--- config.mk ---
export PLATFORM = sky130hd
export DESIGN_NAME = tfpwm_top
export DESIGN_NICKNAME = d
export VERILOG_FILES = /design/src/verilog/tfpwm_pkg.sv /design/src/verilog/tfpwm_top.sv /design/src/verilog/tfpwm_prescale.sv /design/src/verilog/tfpwm_out_unit.sv
export SDC_FILE = /design/constraint.sdc
export NUM_CORES = 1
export LEC_CHECK = 0
export ABC_CLOCK_PERIOD_IN_PS = 6500
export BUFFER_PORTS_ARGS = -buffer_cell sky130_fd_sc_hd__buf_4
export CORE_MARGIN = 1.5
export CORE_UTILIZATION = 40
export CTS_CLUSTER_SIZE = 25
export DETAILED_ROUTE_END_ITERATION = 16
export GPL_TIMING_DRIVEN = 0
export PLACE_DENSITY = 0.7
export RECOVER_POWER = 25
export SYNTH_ARGS = -nofsm -noshare
export SYNTH_HDL_FRONTEND = slang
export SYNTH_SLANG_ARGS = --single-unit
--- constraint.sdc ---
create_clock -name i_clk -period 6.5 [get_ports i_clk]
set_clock_uncertainty 0.1 [all_clocks]
set_input_delay 0.325 -clock i_clk [delete_from_list [all_inputs] [get_ports i_clk]]
set_output_delay 0.325 -clock i_clk [all_outputs]
set_load 0.05 [all_outputs]
--- src/verilog/tfpwm_pkg.sv ---
// constants, types and decode helpers shared by the fast and dual-slope pwm timer
package tfpwm_pkg;

    // ---------------------------------------------------------------
    // register byte offsets on the avalon-mm slave
    // ---------------------------------------------------------------
    localparam logic [4:0] OFS_CTRL_A  = 5'h00;
    localparam logic [4:0] OFS_CTRL_B  = 5'h04;
    localparam logic [4:0] OFS_COUNT   = 5'h08;
    localparam logic [4:0] OFS_CMP_A   = 5'h0C;
    localparam logic [4:0] OFS_CMP_B   = 5'h10;
    localparam logic [4:0] OFS_FLAGS   = 5'h14;
    localparam logic [4:0] OFS_PIN_DIR = 5'h18;

    // ---------------------------------------------------------------
    // field positions
    // ---------------------------------------------------------------
    localparam int POS_COM_A    = 6;  // ctrl_a [7:6]
    localparam int POS_COM_B    = 4;  // ctrl_a [5:4]
    localparam int POS_WGM_LO   = 0;  // ctrl_a [1:0]
    localparam int POS_WGM_TOP  = 3;  // ctrl_b [3]
    localparam int POS_CLK_SEL  = 0;  // ctrl_b [2:0]
    localparam int POS_OVF      = 0;  // flags [0], write one to clear
    localparam int POS_DOWN     = 1;  // flags [1], read only
    localparam int POS_DIR_A    = 0;  // pin_dir [0]
    localparam int POS_DIR_B    = 1;  // pin_dir [1]

    // ---------------------------------------------------------------
    // values after reset and fixed counts
    // ---------------------------------------------------------------
    localparam logic [7:0]  RST_BYTE   = 8'h00;
    localparam logic [7:0]  CNT_BOTTOM = 8'h00;
    localparam logic [7:0]  CNT_MAX    = 8'hFF;
    localparam logic [31:0] RD_ZERO    = 32'h0000_0000;

    // prescaler masks: divide by 1, 8, 32, 64, 128, 256, 1024
    localparam logic [9:0] DIV_1    = 10'h000;
    localparam logic [9:0] DIV_8    = 10'h007;
    localparam logic [9:0] DIV_32   = 10'h01F;
    localparam logic [9:0] DIV_64   = 10'h03F;
    localparam logic [9:0] DIV_128  = 10'h07F;
    localparam logic [9:0] DIV_256  = 10'h0FF;
    localparam logic [9:0] DIV_1024 = 10'h3FF;

    // waveform modes that concern this block
    localparam logic [2:0] WGM_PC_MAX   = 3'h1;
    localparam logic [2:0] WGM_FAST_MAX = 3'h3;
    localparam logic [2:0] WGM_PC_CMP   = 3'h5;
    localparam logic [2:0] WGM_FAST_CMP = 3'h7;

    // compare output mode field values
    localparam logic [1:0] COM_OFF    = 2'h0;
    localparam logic [1:0] COM_TOGGLE = 2'h1;

    typedef enum logic {TFPWM_UP, TFPWM_DOWN} tfpwm_dir_e;

    // mode as seen by one compare output unit
    typedef struct packed {
        logic       fast;
        logic       phase;
        logic       top_bit;
    } tfpwm_mode_s;

    function automatic logic is_fast(input logic [2:0] wgm);
        is_fast = (wgm == WGM_FAST_MAX) || (wgm == WGM_FAST_CMP);
    endfunction

    function automatic logic is_phase(input logic [2:0] wgm);
        is_phase = (wgm == WGM_PC_MAX) || (wgm == WGM_PC_CMP);
    endfunction

endpackage

--- src/verilog/tfpwm_top.sv ---
// 8-bit timer with fast and dual-slope pwm, two compare outputs, avalon-mm registers
//
// Notes on behaviour
// modes 3 and 7 count single slope
// fast top is 0xFF or channel a compare
// non-inverting fast: clear on match, set at bottom
// inverting fast: set on match, clear at bottom
// fast counter clears the cycle after top
// fast overflow flag set at top
// field two non-inverted, three inverted
// pin shows output only when direction is output
// fast extremes: bottom spike, max constant level
// fast field one toggles on match
// compare values double buffered in pwm modes
// modes 1 and 5 count up then down
// dual-slope top is 0xFF or channel a compare
// dual-slope: clear up-match, set down-match, or inverse
// dual-slope reverses at top, holds one cycle
// dual-slope overflow flag set at bottom
// dual-slope extremes give constant levels
// leaving max forces up-match level at bottom
// missed up-match transition made at bottom
// timer clock is prescaled i/o clock
// fast period 256 timer cycles at top 0xFF
// dual-slope period 510 timer cycles at top 0xFF
// compare equal top: act at top instead
// channel a field one toggles only with top bit
//
// Design decisions made here: the Avalon-MM slave port and the placing of the registers.
`timescale 1ns/10ps
`default_nettype none
module tfpwm_top
(
    input  wire logic        i_clk,
    input  wire logic        i_nrst,
    input  wire logic [4:0]  i_avs_address,
    input  wire logic        i_avs_read,
    input  wire logic        i_avs_write,
    input  wire logic [31:0] i_avs_writedata,
    input  wire logic [3:0]  i_avs_byteenable,
    output logic [31:0]      o_avs_readdata,
    output logic             o_avs_waitrequest,
    output logic             o_oc_a,
    output logic             o_oc_a_oe,
    output logic             o_oc_b,
    output logic             o_oc_b_oe,
    output logic             o_overflow
);
    // ---------------------------------------------------------------
    // register state
    // ---------------------------------------------------------------
    logic [7:0]            ctrl_a_q;
    logic [7:0]            ctrl_b_q;
    logic [7:0]            count_q;
    logic [7:0]            count_d;
    logic [7:0]            cmp_a_buf_q;
    logic [7:0]            cmp_b_buf_q;
    logic [7:0]            cmp_a_q;
    logic [7:0]            cmp_b_q;
    logic [1:0]            pin_dir_q;
    logic                  ovf_q;
    logic                  block_q;
    tfpwm_pkg::tfpwm_dir_e dir_q;
    tfpwm_pkg::tfpwm_dir_e dir_d;
    logic [31:0]           rdata_d;

    // ---------------------------------------------------------------
    // decode of the control fields
    // ---------------------------------------------------------------
    logic [2:0]             wgm;
    logic [1:0]             com_a;
    logic [1:0]             com_b;
    logic [2:0]             clk_sel;
    logic                   mode_fast;
    logic                   mode_phase;
    logic                   mode_pwm;
    logic [7:0]             top;
    logic                   at_top;
    logic                   at_bot;
    tfpwm_pkg::tfpwm_mode_s mode;
    logic                   tick;
    logic                   level_a;
    logic                   level_b;
    logic                   link_a;
    logic                   link_b;

    assign wgm        = {ctrl_b_q[tfpwm_pkg::POS_WGM_TOP], ctrl_a_q[tfpwm_pkg::POS_WGM_LO +: 2]};
    assign com_a      = ctrl_a_q[tfpwm_pkg::POS_COM_A +: 2];
    assign com_b      = ctrl_a_q[tfpwm_pkg::POS_COM_B +: 2];
    assign clk_sel    = ctrl_b_q[tfpwm_pkg::POS_CLK_SEL +: 3];
    assign mode_fast  = tfpwm_pkg::is_fast(wgm);
    assign mode_phase = tfpwm_pkg::is_phase(wgm);
    assign mode_pwm   = mode_fast || mode_phase;
    assign mode       = '{fast: mode_fast, phase: mode_phase, top_bit: wgm[2]};

    // in pwm modes, top is the channel a compare value when the top bit is set
    assign top    = (mode_pwm && wgm[2]) ? cmp_a_q : tfpwm_pkg::CNT_MAX;
    assign at_top = (count_q == top);
    assign at_bot = (count_q == tfpwm_pkg::CNT_BOTTOM);

    // in pwm modes, field value one on channel b is reserved and leaves the pin alone
    assign link_a = (com_a != tfpwm_pkg::COM_OFF) &&
                    !(mode_pwm && com_a == tfpwm_pkg::COM_TOGGLE && !wgm[2]);
    assign link_b = (com_b != tfpwm_pkg::COM_OFF) &&
                    !(mode_pwm && com_b == tfpwm_pkg::COM_TOGGLE);

    // ---------------------------------------------------------------
    // avalon-mm slave handshake
    // ---------------------------------------------------------------
    logic req;
    logic acc;
    logic wr_en;
    logic wr_ctrl_a;
    logic wr_ctrl_b;
    logic wr_count;
    logic wr_cmp_a;
    logic wr_cmp_b;
    logic wr_flags;
    logic wr_dir;
    logic [7:0] wbyte;

    // each access waits exactly one cycle; the second cycle completes it
    assign req   = i_avs_read || i_avs_write;
    assign acc   = req && !o_avs_waitrequest;
    assign wr_en = acc && i_avs_write && i_avs_byteenable[0];
    assign wbyte = i_avs_writedata[7:0];

    assign wr_ctrl_a = wr_en && (i_avs_address == tfpwm_pkg::OFS_CTRL_A);
    assign wr_ctrl_b = wr_en && (i_avs_address == tfpwm_pkg::OFS_CTRL_B);
    assign wr_count  = wr_en && (i_avs_address == tfpwm_pkg::OFS_COUNT);
    assign wr_cmp_a  = wr_en && (i_avs_address == tfpwm_pkg::OFS_CMP_A);
    assign wr_cmp_b  = wr_en && (i_avs_address == tfpwm_pkg::OFS_CMP_B);
    assign wr_flags  = wr_en && (i_avs_address == tfpwm_pkg::OFS_FLAGS);
    assign wr_dir    = wr_en && (i_avs_address == tfpwm_pkg::OFS_PIN_DIR);

    // read mux; the cpu sees the compare buffers, unmapped reads give zero
    always_comb
    begin
        rdata_d = tfpwm_pkg::RD_ZERO;
        unique case (i_avs_address)
            tfpwm_pkg::OFS_CTRL_A:  rdata_d[7:0] = ctrl_a_q;
            tfpwm_pkg::OFS_CTRL_B:  rdata_d[7:0] = ctrl_b_q;
            tfpwm_pkg::OFS_COUNT:   rdata_d[7:0] = count_q;
            tfpwm_pkg::OFS_CMP_A:   rdata_d[7:0] = cmp_a_buf_q;
            tfpwm_pkg::OFS_CMP_B:   rdata_d[7:0] = cmp_b_buf_q;
            tfpwm_pkg::OFS_FLAGS:
            begin
                rdata_d[tfpwm_pkg::POS_OVF]  = ovf_q;
                rdata_d[tfpwm_pkg::POS_DOWN] = (dir_q == tfpwm_pkg::TFPWM_DOWN);
            end
            tfpwm_pkg::OFS_PIN_DIR: rdata_d[1:0] = pin_dir_q;
            default:                rdata_d = tfpwm_pkg::RD_ZERO;
        endcase
    end

    // waitrequest idles high and drops for one cycle per request
    always_ff @(posedge i_clk or negedge i_nrst)
    begin
        if (!i_nrst)
        begin
            o_avs_waitrequest <= 1'b1;
            o_avs_readdata    <= tfpwm_pkg::RD_ZERO;
        end
        else
        begin
            o_avs_waitrequest <= !(req && o_avs_waitrequest);
            if (req && o_avs_waitrequest)
                o_avs_readdata <= rdata_d;
        end
    end

    // ---------------------------------------------------------------
    // control registers
    // ---------------------------------------------------------------
    // output mode fields act at once; only compare values are buffered
    always_ff @(posedge i_clk or negedge i_nrst)
    begin
        if (!i_nrst)
        begin
            ctrl_a_q  <= tfpwm_pkg::RST_BYTE;
            ctrl_b_q  <= tfpwm_pkg::RST_BYTE;
            pin_dir_q <= 2'h0;
        end
        else
        begin
            if (wr_ctrl_a)
                ctrl_a_q <= wbyte & 8'hF3;  // bits 3:2 read as zero
            if (wr_ctrl_b)
                ctrl_b_q <= wbyte & 8'h0F;
            if (wr_dir)
                pin_dir_q <= wbyte[1:0];
        end
    end

    // ---------------------------------------------------------------
    // timer clock
    // ---------------------------------------------------------------
    tfpwm_prescale u_prescale
    (
        .i_clk  (i_clk),
        .i_nrst (i_nrst),
        .i_sel  (clk_sel),
        .o_tick (tick)
    );

    // ---------------------------------------------------------------
    // compare values and their buffers
    // ---------------------------------------------------------------
    logic load_cmp;

    // in pwm modes the active values reload only as the counter leaves top,
    // so a fast period never sees a half-applied duty, while a dual-slope period
    // changes value at its top; other modes write through
    assign load_cmp = !mode_pwm || (tick && at_top);

    always_ff @(posedge i_clk or negedge i_nrst)
    begin
        if (!i_nrst)
        begin
            cmp_a_buf_q <= tfpwm_pkg::RST_BYTE;
            cmp_b_buf_q <= tfpwm_pkg::RST_BYTE;
            cmp_a_q     <= tfpwm_pkg::RST_BYTE;
            cmp_b_q     <= tfpwm_pkg::RST_BYTE;
        end
        else
        begin
            if (wr_cmp_a)
                cmp_a_buf_q <= wbyte;
            if (wr_cmp_b)
                cmp_b_buf_q <= wbyte;
            if (load_cmp)
            begin
                cmp_a_q <= wr_cmp_a ? wbyte : cmp_a_buf_q;
                cmp_b_q <= wr_cmp_b ? wbyte : cmp_b_buf_q;
            end
        end
    end

    // ---------------------------------------------------------------
    // counter sequencing
    // ---------------------------------------------------------------
    // next count and direction on a timer tick
    always_comb
    begin
        count_d = count_q;
        dir_d   = dir_q;
        if (mode_fast)
        begin
            dir_d   = tfpwm_pkg::TFPWM_UP;
            count_d = at_top ? tfpwm_pkg::CNT_BOTTOM : 8'(count_q + 8'h01);
        end
        else if (mode_phase)
        begin
            if (dir_q == tfpwm_pkg::TFPWM_UP)
            begin
                if (at_top && !at_bot)
                begin
                    dir_d   = tfpwm_pkg::TFPWM_DOWN;
                    count_d = 8'(count_q - 8'h01);
                end
                else if (!at_top)
                    count_d = 8'(count_q + 8'h01);
            end
            else
            begin
                if (at_bot)
                begin
                    dir_d   = tfpwm_pkg::TFPWM_UP;
                    count_d = at_top ? count_q : 8'(count_q + 8'h01);
                end
                else
                    count_d = 8'(count_q - 8'h01);
            end
        end
        else
        begin
            dir_d   = tfpwm_pkg::TFPWM_UP;
            count_d = 8'(count_q + 8'h01);  // plain wrap outside the pwm modes
        end
    end

    // a software write to the counter wins over the tick and masks the
    // next timer cycle's match so the written value does not fire at once
    always_ff @(posedge i_clk or negedge i_nrst)
    begin
        if (!i_nrst)
        begin
            count_q <= tfpwm_pkg::CNT_BOTTOM;
            dir_q   <= tfpwm_pkg::TFPWM_UP;
            block_q <= 1'b0;
        end
        else
        begin
            if (wr_count)
                count_q <= wbyte;
            else if (tick)
            begin
                count_q <= count_d;
                dir_q   <= dir_d;
            end
            if (wr_count)
                block_q <= 1'b1;
            else if (tick)
                block_q <= 1'b0;
        end
    end

    // ---------------------------------------------------------------
    // overflow flag
    // ---------------------------------------------------------------
    logic ovf_fast;
    logic ovf_phase;
    logic ovf_set;
    logic ovf_clr;

    // fast sets on arrival at top, dual-slope on arrival at bottom
    assign ovf_fast  = mode_fast && tick && !wr_count && !at_top && (count_d == top);
    assign ovf_phase = mode_phase && tick && !wr_count && !at_bot &&
                       (count_d == tfpwm_pkg::CNT_BOTTOM);
    assign ovf_set   = ovf_fast || ovf_phase;
    assign ovf_clr   = wr_flags && wbyte[tfpwm_pkg::POS_OVF];

    // a set in the same cycle as a write-one clear wins
    always_ff @(posedge i_clk or negedge i_nrst)
    begin
        if (!i_nrst)
            ovf_q <= 1'b0;
        else if (ovf_set)
            ovf_q <= 1'b1;
        else if (ovf_clr)
            ovf_q <= 1'b0;
    end

    // ---------------------------------------------------------------
    // compare output units
    // ---------------------------------------------------------------
    tfpwm_out_unit u_out_a
    (
        .i_clk    (i_clk),
        .i_nrst   (i_nrst),
        .i_tick   (tick),
        .i_block  (block_q),
        .i_mode   (mode),
        .i_chan_a (1'b1),
        .i_com    (com_a),
        .i_count  (count_q),
        .i_cmp    (cmp_a_q),
        .i_top    (top),
        .i_dir    (dir_q),
        .o_level  (level_a)
    );

    tfpwm_out_unit u_out_b
    (
        .i_clk    (i_clk),
        .i_nrst   (i_nrst),
        .i_tick   (tick),
        .i_block  (block_q),
        .i_mode   (mode),
        .i_chan_a (1'b0),
        .i_com    (com_b),
        .i_count  (count_q),
        .i_cmp    (cmp_b_q),
        .i_top    (top),
        .i_dir    (dir_q),
        .o_level  (level_b)
    );

    // ---------------------------------------------------------------
    // pin stage
    // ---------------------------------------------------------------
    // the driver turns on only when the unit owns the pin and the direction
    // bit says output; the level is kept even while the pin is released
    always_ff @(posedge i_clk or negedge i_nrst)
    begin
        if (!i_nrst)
        begin
            o_oc_a     <= 1'b0;
            o_oc_b     <= 1'b0;
            o_oc_a_oe  <= 1'b0;
            o_oc_b_oe  <= 1'b0;
            o_overflow <= 1'b0;
        end
        else
        begin
            o_oc_a     <= level_a;
            o_oc_b     <= level_b;
            o_oc_a_oe  <= link_a && pin_dir_q[tfpwm_pkg::POS_DIR_A];
            o_oc_b_oe  <= link_b && pin_dir_q[tfpwm_pkg::POS_DIR_B];
            o_overflow <= ovf_q;
        end
    end
endmodule
`default_nettype wire

--- src/verilog/tfpwm_prescale.sv ---
// timer clock enable: divides the i/o clock by the selected prescale factor
`timescale 1ns/10ps
`default_nettype none
module tfpwm_prescale
(
    input  wire logic       i_clk,
    input  wire logic       i_nrst,
    input  wire logic [2:0] i_sel,
    output logic            o_tick
);
    logic [9:0] div_q;
    logic [9:0] mask;
    logic       run;

    // select zero stops the timer; the others pick a power-of-two mask
    always_comb
    begin
        unique case (i_sel)
            3'h1:    mask = tfpwm_pkg::DIV_1;
            3'h2:    mask = tfpwm_pkg::DIV_8;
            3'h3:    mask = tfpwm_pkg::DIV_32;
            3'h4:    mask = tfpwm_pkg::DIV_64;
            3'h5:    mask = tfpwm_pkg::DIV_128;
            3'h6:    mask = tfpwm_pkg::DIV_256;
            3'h7:    mask = tfpwm_pkg::DIV_1024;
            default: mask = tfpwm_pkg::DIV_1;
        endcase
    end
    assign run = (i_sel != 3'h0);

    // free counter; a stopped timer restarts its division from zero
    always_ff @(posedge i_clk or negedge i_nrst)
    begin
        if (!i_nrst)
        begin
            div_q  <= 10'h000;
            o_tick <= 1'b0;
        end
        else
        begin
            div_q  <= run ? 10'(div_q + 10'h001) : 10'h000;
            o_tick <= run && ((div_q & mask) == mask);
        end
    end
endmodule
`default_nettype wire

--- src/verilog/tfpwm_out_unit.sv ---
// one compare output unit: keeps the compare output level for a channel
`timescale 1ns/10ps
`default_nettype none
module tfpwm_out_unit
(
    input  wire logic                  i_clk,
    input  wire logic                  i_nrst,
    input  wire logic                  i_tick,
    input  wire logic                  i_block,
    input  wire tfpwm_pkg::tfpwm_mode_s i_mode,
    input  wire logic                  i_chan_a,
    input  wire logic [1:0]            i_com,
    input  wire logic [7:0]            i_count,
    input  wire logic [7:0]            i_cmp,
    input  wire logic [7:0]            i_top,
    input  wire tfpwm_pkg::tfpwm_dir_e i_dir,
    output logic                       o_level
);
    logic level_d;
    logic up_seen_q;
    logic up_seen_d;
    logic at_top;
    logic at_bot;
    logic match;
    logic special;
    logic tog_ok;
    logic going_down;

    // match decode; a counter write masks matches for one timer cycle
    assign at_top     = (i_count == i_top);
    assign at_bot     = (i_count == tfpwm_pkg::CNT_BOTTOM);
    assign match      = i_tick && !i_block && (i_count == i_cmp);
    assign special    = i_com[1] && (i_cmp == i_top);
    assign tog_ok     = (i_com == tfpwm_pkg::COM_TOGGLE) && i_mode.top_bit && i_chan_a;
    assign going_down = (i_dir == tfpwm_pkg::TFPWM_DOWN) && !at_bot;

    // next level: com[0] is the level left by a match while counting up
    always_comb
    begin
        level_d   = o_level;
        up_seen_d = up_seen_q;
        if (i_mode.fast)
        begin
            if (i_tick && at_top && i_com[1])
                level_d = ~i_com[0];
            else if (match && i_com[1] && !special)
                level_d = i_com[0];
            else if (match && tog_ok)
                level_d = ~o_level;
        end
        else if (i_mode.phase)
        begin
            if (i_tick && at_bot)
                up_seen_d = 1'b0;
            if (i_tick && at_bot && i_com[1] && !up_seen_q && !special)
                level_d = i_com[0];
            if (i_tick && at_top && special)
                level_d = ~i_com[0];
            else if (match && i_com[1] && !special)
            begin
                level_d = going_down ? ~i_com[0] : i_com[0];
                if (!going_down)
                    up_seen_d = 1'b1;
            end
            else if (match && tog_ok)
                level_d = ~o_level;
        end
    end

    // the level keeps its value across mode changes
    always_ff @(posedge i_clk or negedge i_nrst)
    begin
        if (!i_nrst)
        begin
            o_level   <= 1'b0;
            up_seen_q <= 1'b0;
        end
        else
        begin
            o_level   <= level_d;
            up_seen_q <= up_seen_d;
        end
    end
endmodule
`default_nettype wire

==> flow_summary.toml, run 1 <==
[layout]
area_growth_pct = 15.3
diodes = 0
drive_gt1_share_pct = 20.5
final_util_pct = 47.1
final_nets = 698
finalInstanceArea_mm2 = 0.00621
seqCellArea_mm2 = 0.00210
fillers = 1271
multi_input_area_mm2 = 0.00299

[grt]
grt_antenna_before_repair = 0
grt_usage_pct = 21.8
grt_pass1_wl_um = 24100
overflow = 0
grt_pass1_vias = 4657
grt_max_degree = 85

[route]
met1Wirelength_um = 6330
routed_via_density = 5.84
vias = 4843
drc = 0
drt_first_iter_violations = 510
met2_wirelength_um = 7280
topRoutingLayerUsed = "met4"
firstDrtPassIters = 7
ant_nets = 0
avgRoutedWirePerCell_um = 18.3
wl_met3_um = 1110
wl_um = 15200

[logic_synthesis]
syn_area_mm2 = 0.00539
yosysSeqAreaShare_pct = 39.0
synth_edf_count = 0
syn_area_per_cell_um2 = 9.24
async_flop_share_pct = 100
synthFlopType = "dfrtp_1"
synth_seq_cells = 84
ys_warn_count = 0
syn_inst = 583
synth_cell_types = 72

[timing]
worst_pin_slew_ns = 4.38
slew_violations = 85
final-setup-viol-count = 0
hold_viol = 0
fin_crit_ns = 4.38
max_freq_ghz = 0.228
rsz0062_at_grt = "no"
slew_headroom_pct = -192
totalNegativeSetupSlack_ns = 0
period_share_pct = 67.5
setup_slack_ns = 2.12

[clock_network]
ctsResizeCount = 0
cts_buffer_depth = 2
cts_setup_buffers = 0
htreeDepth = 3
clk_latency_ns = 0.33
ctsRootBufferMaster = "clkbuf_16"
cts.sinks = 84
cts_inserted_buffers = 9
clk_pin_slew_worst_paths_ns = 0.06
cts_tree = "built"
hold_buffers = 0

[power]
ir_drop_v = 0.000181
leakage_uw = 0.00279
power.total_uw = 1830
cellPowerDensity_mw_per_mm2 = 294

[worst_setup_path]
critPathCaptureType = "register"
startpoint_type = "register"
crit_fanout = 10
required_ns = 6.59
critPathKind = "reg -> reg"
worstPathArrival_ns = 4.48

[die]
core_mm2 = 0.0132
die_w_um = 119
initial_core_util_pct = 40.8
die_h_um = 119
num_rows = 42
die-area_mm2 = 0.0142
ioPinCount = 83

[run_status]
violations = "max-capacitance violations, max-slew violations"
status = "complete, but fails checks"

[place]
pre_cts_slack_ns = 2.31
port_buffers = 31
gp_congestion = 0.924
dpl.hpwl_um = 11500
place_area_mm2 = 0.00593

[worst_hold_path]
hold_class = "in -> reg"

[flow_run]
max_cap_violations = 1
-- stage by stage --
step / cells / hold WS (ns)
2_1_floorplan: 606 / -0.0706
3_3_place_gp: 813 / 0.265
3_5_place_dp: 813 / 0.265
4_1_cts: 829 / 0.121
5_1_grt: 829 / 0.156
6_report: 829 / 0.147
-- cell type report --
class	instances	share of cell area, %
sequential	84	33.9
tap	176	3.55
timing repair buffer	31	3.69
clock inverter	4	0.524
clock buffer	12	4.13
inverter	15	0.907
buffer	57	5.28
multi-input combinational	450	48.1
-- power breakdown --
| part | internal, uW | switching, uW | total, uW |
|---|---|---|---|
| clock network | 282 | 204 | 486 |
| registers | 577 | 63.4 | 640 |
| logic | 251 | 448 | 699 |
| total | 1110 | 716 | 1830 |
-- sequential cells by signal (all words and copies together), names as in the netlist, 2 cells and up --
signal / cells
pin_dir_q: 2
count_q: 8
cmp_b_buf_q: 8
ctrl_a_q: 6
o_avs_readdata: 8
cmp_a_q: 8
ctrl_b_q: 4
cmp_b_q: 8
u_prescale.div_q: 10
cmp_a_buf_q: 8
-- routing by layer --
metal | vias up | global-route usage, %
met5 | - | 0
met4 | 0 | 8.06
met3 | 47 | 3.74
met2 | 253 | 35.9
met1 | 2345 | 28.7
li1 | 2198 | -
-- final timing paths --
| check | startpoint | endpoint | slack, ns | cells past startpoint |
|---|---|---|---|---|
| max | count_q[6]$_DFFE_PN0P_ | ovf_q$_DFFE_PN0P_ | 2.12 | 11 |
| min | i_avs_writedata[2] | count_q[2]$_DFFE_PN0P_ | 0.15 | 2 |
| max reg2reg | count_q[6]$_DFFE_PN0P_ | ovf_q$_DFFE_PN0P_ | 2.12 | 11 |
| min reg2reg | u_out_b.o_level$_DFFE_PN0P_ | o_oc_b$_DFF_PN0_ | 0.27 | 0 |
| max in group asynchronous | i_nrst | ctrl_a_q[1]$_DFFE_PN0P_ | 2.40 | 1 |
| min in group asynchronous | i_nrst | u_prescale.div_q[9]$_DFF_PN0_ | 1.44 | 1 |
-- synth_stat cells, types with 8 or more instances --
library cell	instances	share of area, %
o21ai_0	33	3.1
xor2_1	26	4.2
nand2_1	62	4.3
nor3_1	14	1.3
mux2_2	44	9.2
buf_4	27	3.8
xnor2_1	11	1.8
a21o_1	8	1.1
mux2i_1	17	3.2
dfrtp_1	83	39
inv_1	15	1.0
clkbuf_1	21	1.5
nand3_1	16	1.5
a21oi_1	26	2.4
nor2_1	41	2.9
-- cells in the final DEF, fill, tap and decap left out, drive strengths merged, types with 9 or more instances in the layout --
master	netlist	final
nor3	14	14
nand2	63	63
mux2	44	44
clkbuf	21	34
mux2i	17	17
inv	15	16
nor2	42	42
buf	36	66
a21o	9	9
nand3	16	16
o21ai	33	33
xnor2	11	11
a21oi	26	26
dfrtp	83	83
conb	1	24
xor2	26	26
-- logic make-up (layout without fill, tap and decap cells) --
family / count (synthesis) / count (layout) / synth area share, %
other: 1 / 24 / 0.0696
adder cells (fa/ha/maj): 5 / 5 / 1.16
XOR/XNOR: 37 / 37 / 6.02
AND/OR/NAND/NOR: 190 / 190 / 17.3
buffers and inverters: 72 / 119 / 7.13
multiplexers: 61 / 61 / 12.4
flip-flops: 84 / 84 / 39.0
AO/OA/AOI/OAI: 133 / 133 / 16.9
-- worst max-delay path, cell delays in order, from the launching register on --
cell and delay (ns):
dfrtp_1 0.39, buf_1 0.52, nand2_1 0.11, a21o_1 0.19, a222oi_1 0.90, a21oi_1 0.34
nor2_2 0.27, a41oi_1 0.18, a211oi_2 0.49, mux2i_1 0.27, o211ai_1 0.12, o31ai_1 0.37
(Power assumes the default switching activity.)
==> run 2, diff against run 1 <==
ABC_CLOCK_PERIOD_IN_PS = 3900   (was 6500)
PLACE_DENSITY = 0.72   (was 0.7)
clock period = 3.9 ns   (was 6.5 ns; I/O delays follow)
==> run 2 against run 1 <==
  * The run still ends with max-capacitance violations, max-slew violations left
  * Non-clock buffer count grew 2
  * Total power grew 71%
  * Die area is the same
  * Maximum frequency grew 17%
  * Via count grew 1.1%
  * Largest cell class unchanged
  * Highest routed layer unchanged
==> flow_summary.toml, run 2 (synthesized netlist as in run 1, its figures left out) <==
[grt]
grt_max_degree = 85
grt_pass1_vias = 4638
overflow = 0
grt_usage_pct = 21.7
grt_pass1_wl_um = 24000
grt_antenna_before_repair = 0

[layout]
layout_common_cells = "dfrtp_1, nand2_1, buf_4"
largest_register_ffs = 10
final_common_cell = "dfrtp_1"
final_cells = 831
diodes = 0
final_nets = 700
regMostFlops = "u_prescale.div_q"
drive_gt1_share_pct = 19.7
area_growth_pct = 15.7

[worst_setup_path]
critPathCaptureType = "register"
crit_slowest_cell = "or4_1"
critPathMaxStageDelay_ns = 0.50
path_cells = "buf_4 -> nand2_2 -> or4_1 -> nand3_1 -> and3_1 -> clkbuf_1 -> o21ai_0 -> a2bb2oi_1 -> and3_1 -> nand3_1 -> o41a_1 -> o31ai_2"
required_ns = 4.03
crit_fanout = 10
worstPathArrival_ns = 3.89
startpoint_type = "register"
critPathKind = "reg -> reg"

[place]
dp.cells = 813
port_buffers = 31
dpl.hpwl_um = 11100
pre_cts_slack_ns = -0.320
gp_congestion = 0.911

[timing]
max_freq_ghz = 0.266
hold_viol = 0
slew_headroom_pct = -36.5
setup_slack_ns = 0.141
slew_violations = 85
rsz0062_at_grt = "no"
worst_pin_slew_ns = 2.05
final-setup-viol-count = 0
fin_crit_ns = 3.76
period_share_pct = 96.4
hold_ws_ns = 0.00599

[clock_network]
ctsRootBufferMaster = "clkbuf_16"
clk_pin_slew_worst_paths_ns = 0.07
cts_buffer_depth = 2
cts_tree = "built"
htreeDepth = 3
cts_inserted_buffers = 9
clk_latency_ns = 0.34
cts.sinks = 84

[die]
num_rows = 42
ioPinCount = 83
die-area_mm2 = 0.0142
die_h_um = 119
die_w_um = 119
core_mm2 = 0.0132
initial_core_util_pct = 40.8

[worst_hold_path]
hold_class = "in -> reg"

[route]
drt_first_iter_violations = 514
routed_via_density = 5.89
firstDrtPassIters = 6
ant_nets = 0
avgRoutedWirePerCell_um = 18.4
drc = 0
vias = 4897
wl_um = 15300

[run_status]
violations = "max-capacitance violations, max-slew violations"
status = "complete, but fails checks"

[flow_run]
max_cap_violations = 1

[power]
ir_drop_v = 0.000380
cellPowerDensity_mw_per_mm2 = 502
leakage_uw = 0.00277
## run 2: changes by cell type in the layout (fill, tap and decap cells not counted), moves of 2 or more
cell and delta:
clkbuf_1 +10, inv_6 +2, clkbuf_2 +2, clkinvlp_4 -2
buf_4 -12
## run 2: power breakdown
group / internal (uW) / leakage [uW] / total [uW] / switching, uW
Combinational: 427 / 0.00149 / 1180 / 750
Clock: 520 / 0.000154 / 880 / 360
Sequential: 961 / 0.00113 / 1070 / 112
Total: 1910 / 0.00277 / 3130 / 1220
## run 2: layout make-up
cell class	instances	area [um2]
buffer	56	325
clock buffer	10	239
clock inverter	6	70.1
fill	1258	6960
inverter	15	56.3
multi-input combinational	450	3020
sequential	84	2100
tap	176	220
timing repair buffer	34	203
## run 2: repair_timing
item / in CTS / in global routing
resized for setup: 1 / 6
gates cloned: 0 / 0
buffers inserted: 2 / 0
hold endpoints to repair: 83 / 0
pin swaps: 1 / 1
hold buffers: 1 / 0
endpoints found under the setup margin: 1 / 4
## run 2: per-stage QoR
| stage | utilization [%] | setup TNS (ns) | area (um2) | power, uW |
|---|---|---|---|---|
| global route | 47.3 | 0 | 6230 | 3280 |
| finish | 47.3 | 0 | 6230 | 3130 |
| CTS | 47.5 | 0 | 6260 | 3090 |
| floorplan | - | 0 | 5470 | 1890 |
| detailed placement | 44.9 | -0.320 | 5930 | 2190 |
| global placement | 44.9 | -0.172 | 5930 | 2160 |
## run 2: worst max-delay path, delay by kind of cell, from the launching register on
| kind | cells | cell delay, ns |
|---|---|---|
| DFF | 1 | 0.34 |
| buffers and inverters | 2 | 0.54 |
| AOI/OAI and AO/OA | 4 | 1.17 |
| and+or+nand+nor | 6 | 1.50 |
## run 2: final timing paths
check	to	startpoint	slack (ns)	cells after the start
setup / recovery	ovf_q$_DFFE_PN0P_	ctrl_a_q[0]$_DFFE_PN0P_	0.14	12
setup reg to reg	ovf_q$_DFFE_PN0P_	ctrl_a_q[0]$_DFFE_PN0P_	0.14	12
hold / removal	count_q[7]$_DFFE_PN0P_	i_avs_writedata[7]	0.006	3
hold reg to reg	o_oc_b$_DFF_PN0_	u_out_b.o_level$_DFFE_PN0P_	0.28	0
max in group asynchronous	o_oc_a_oe$_DFF_PN0_	i_nrst	1.62	2
min in group asynchronous	u_prescale.div_q[3]$_DFF_PN0_	i_nrst	0.88	2
## run 2: layer usage
layer  track usage (%)  vias to the layer above  share of wire [%]
met5                 0                        -                  0
met4              10.2                        0                3.6
met3              4.07                       54                7.8
met2              35.3                      266                 48
met1              28.0                     2380                 41
li1                  -                     2197                  -
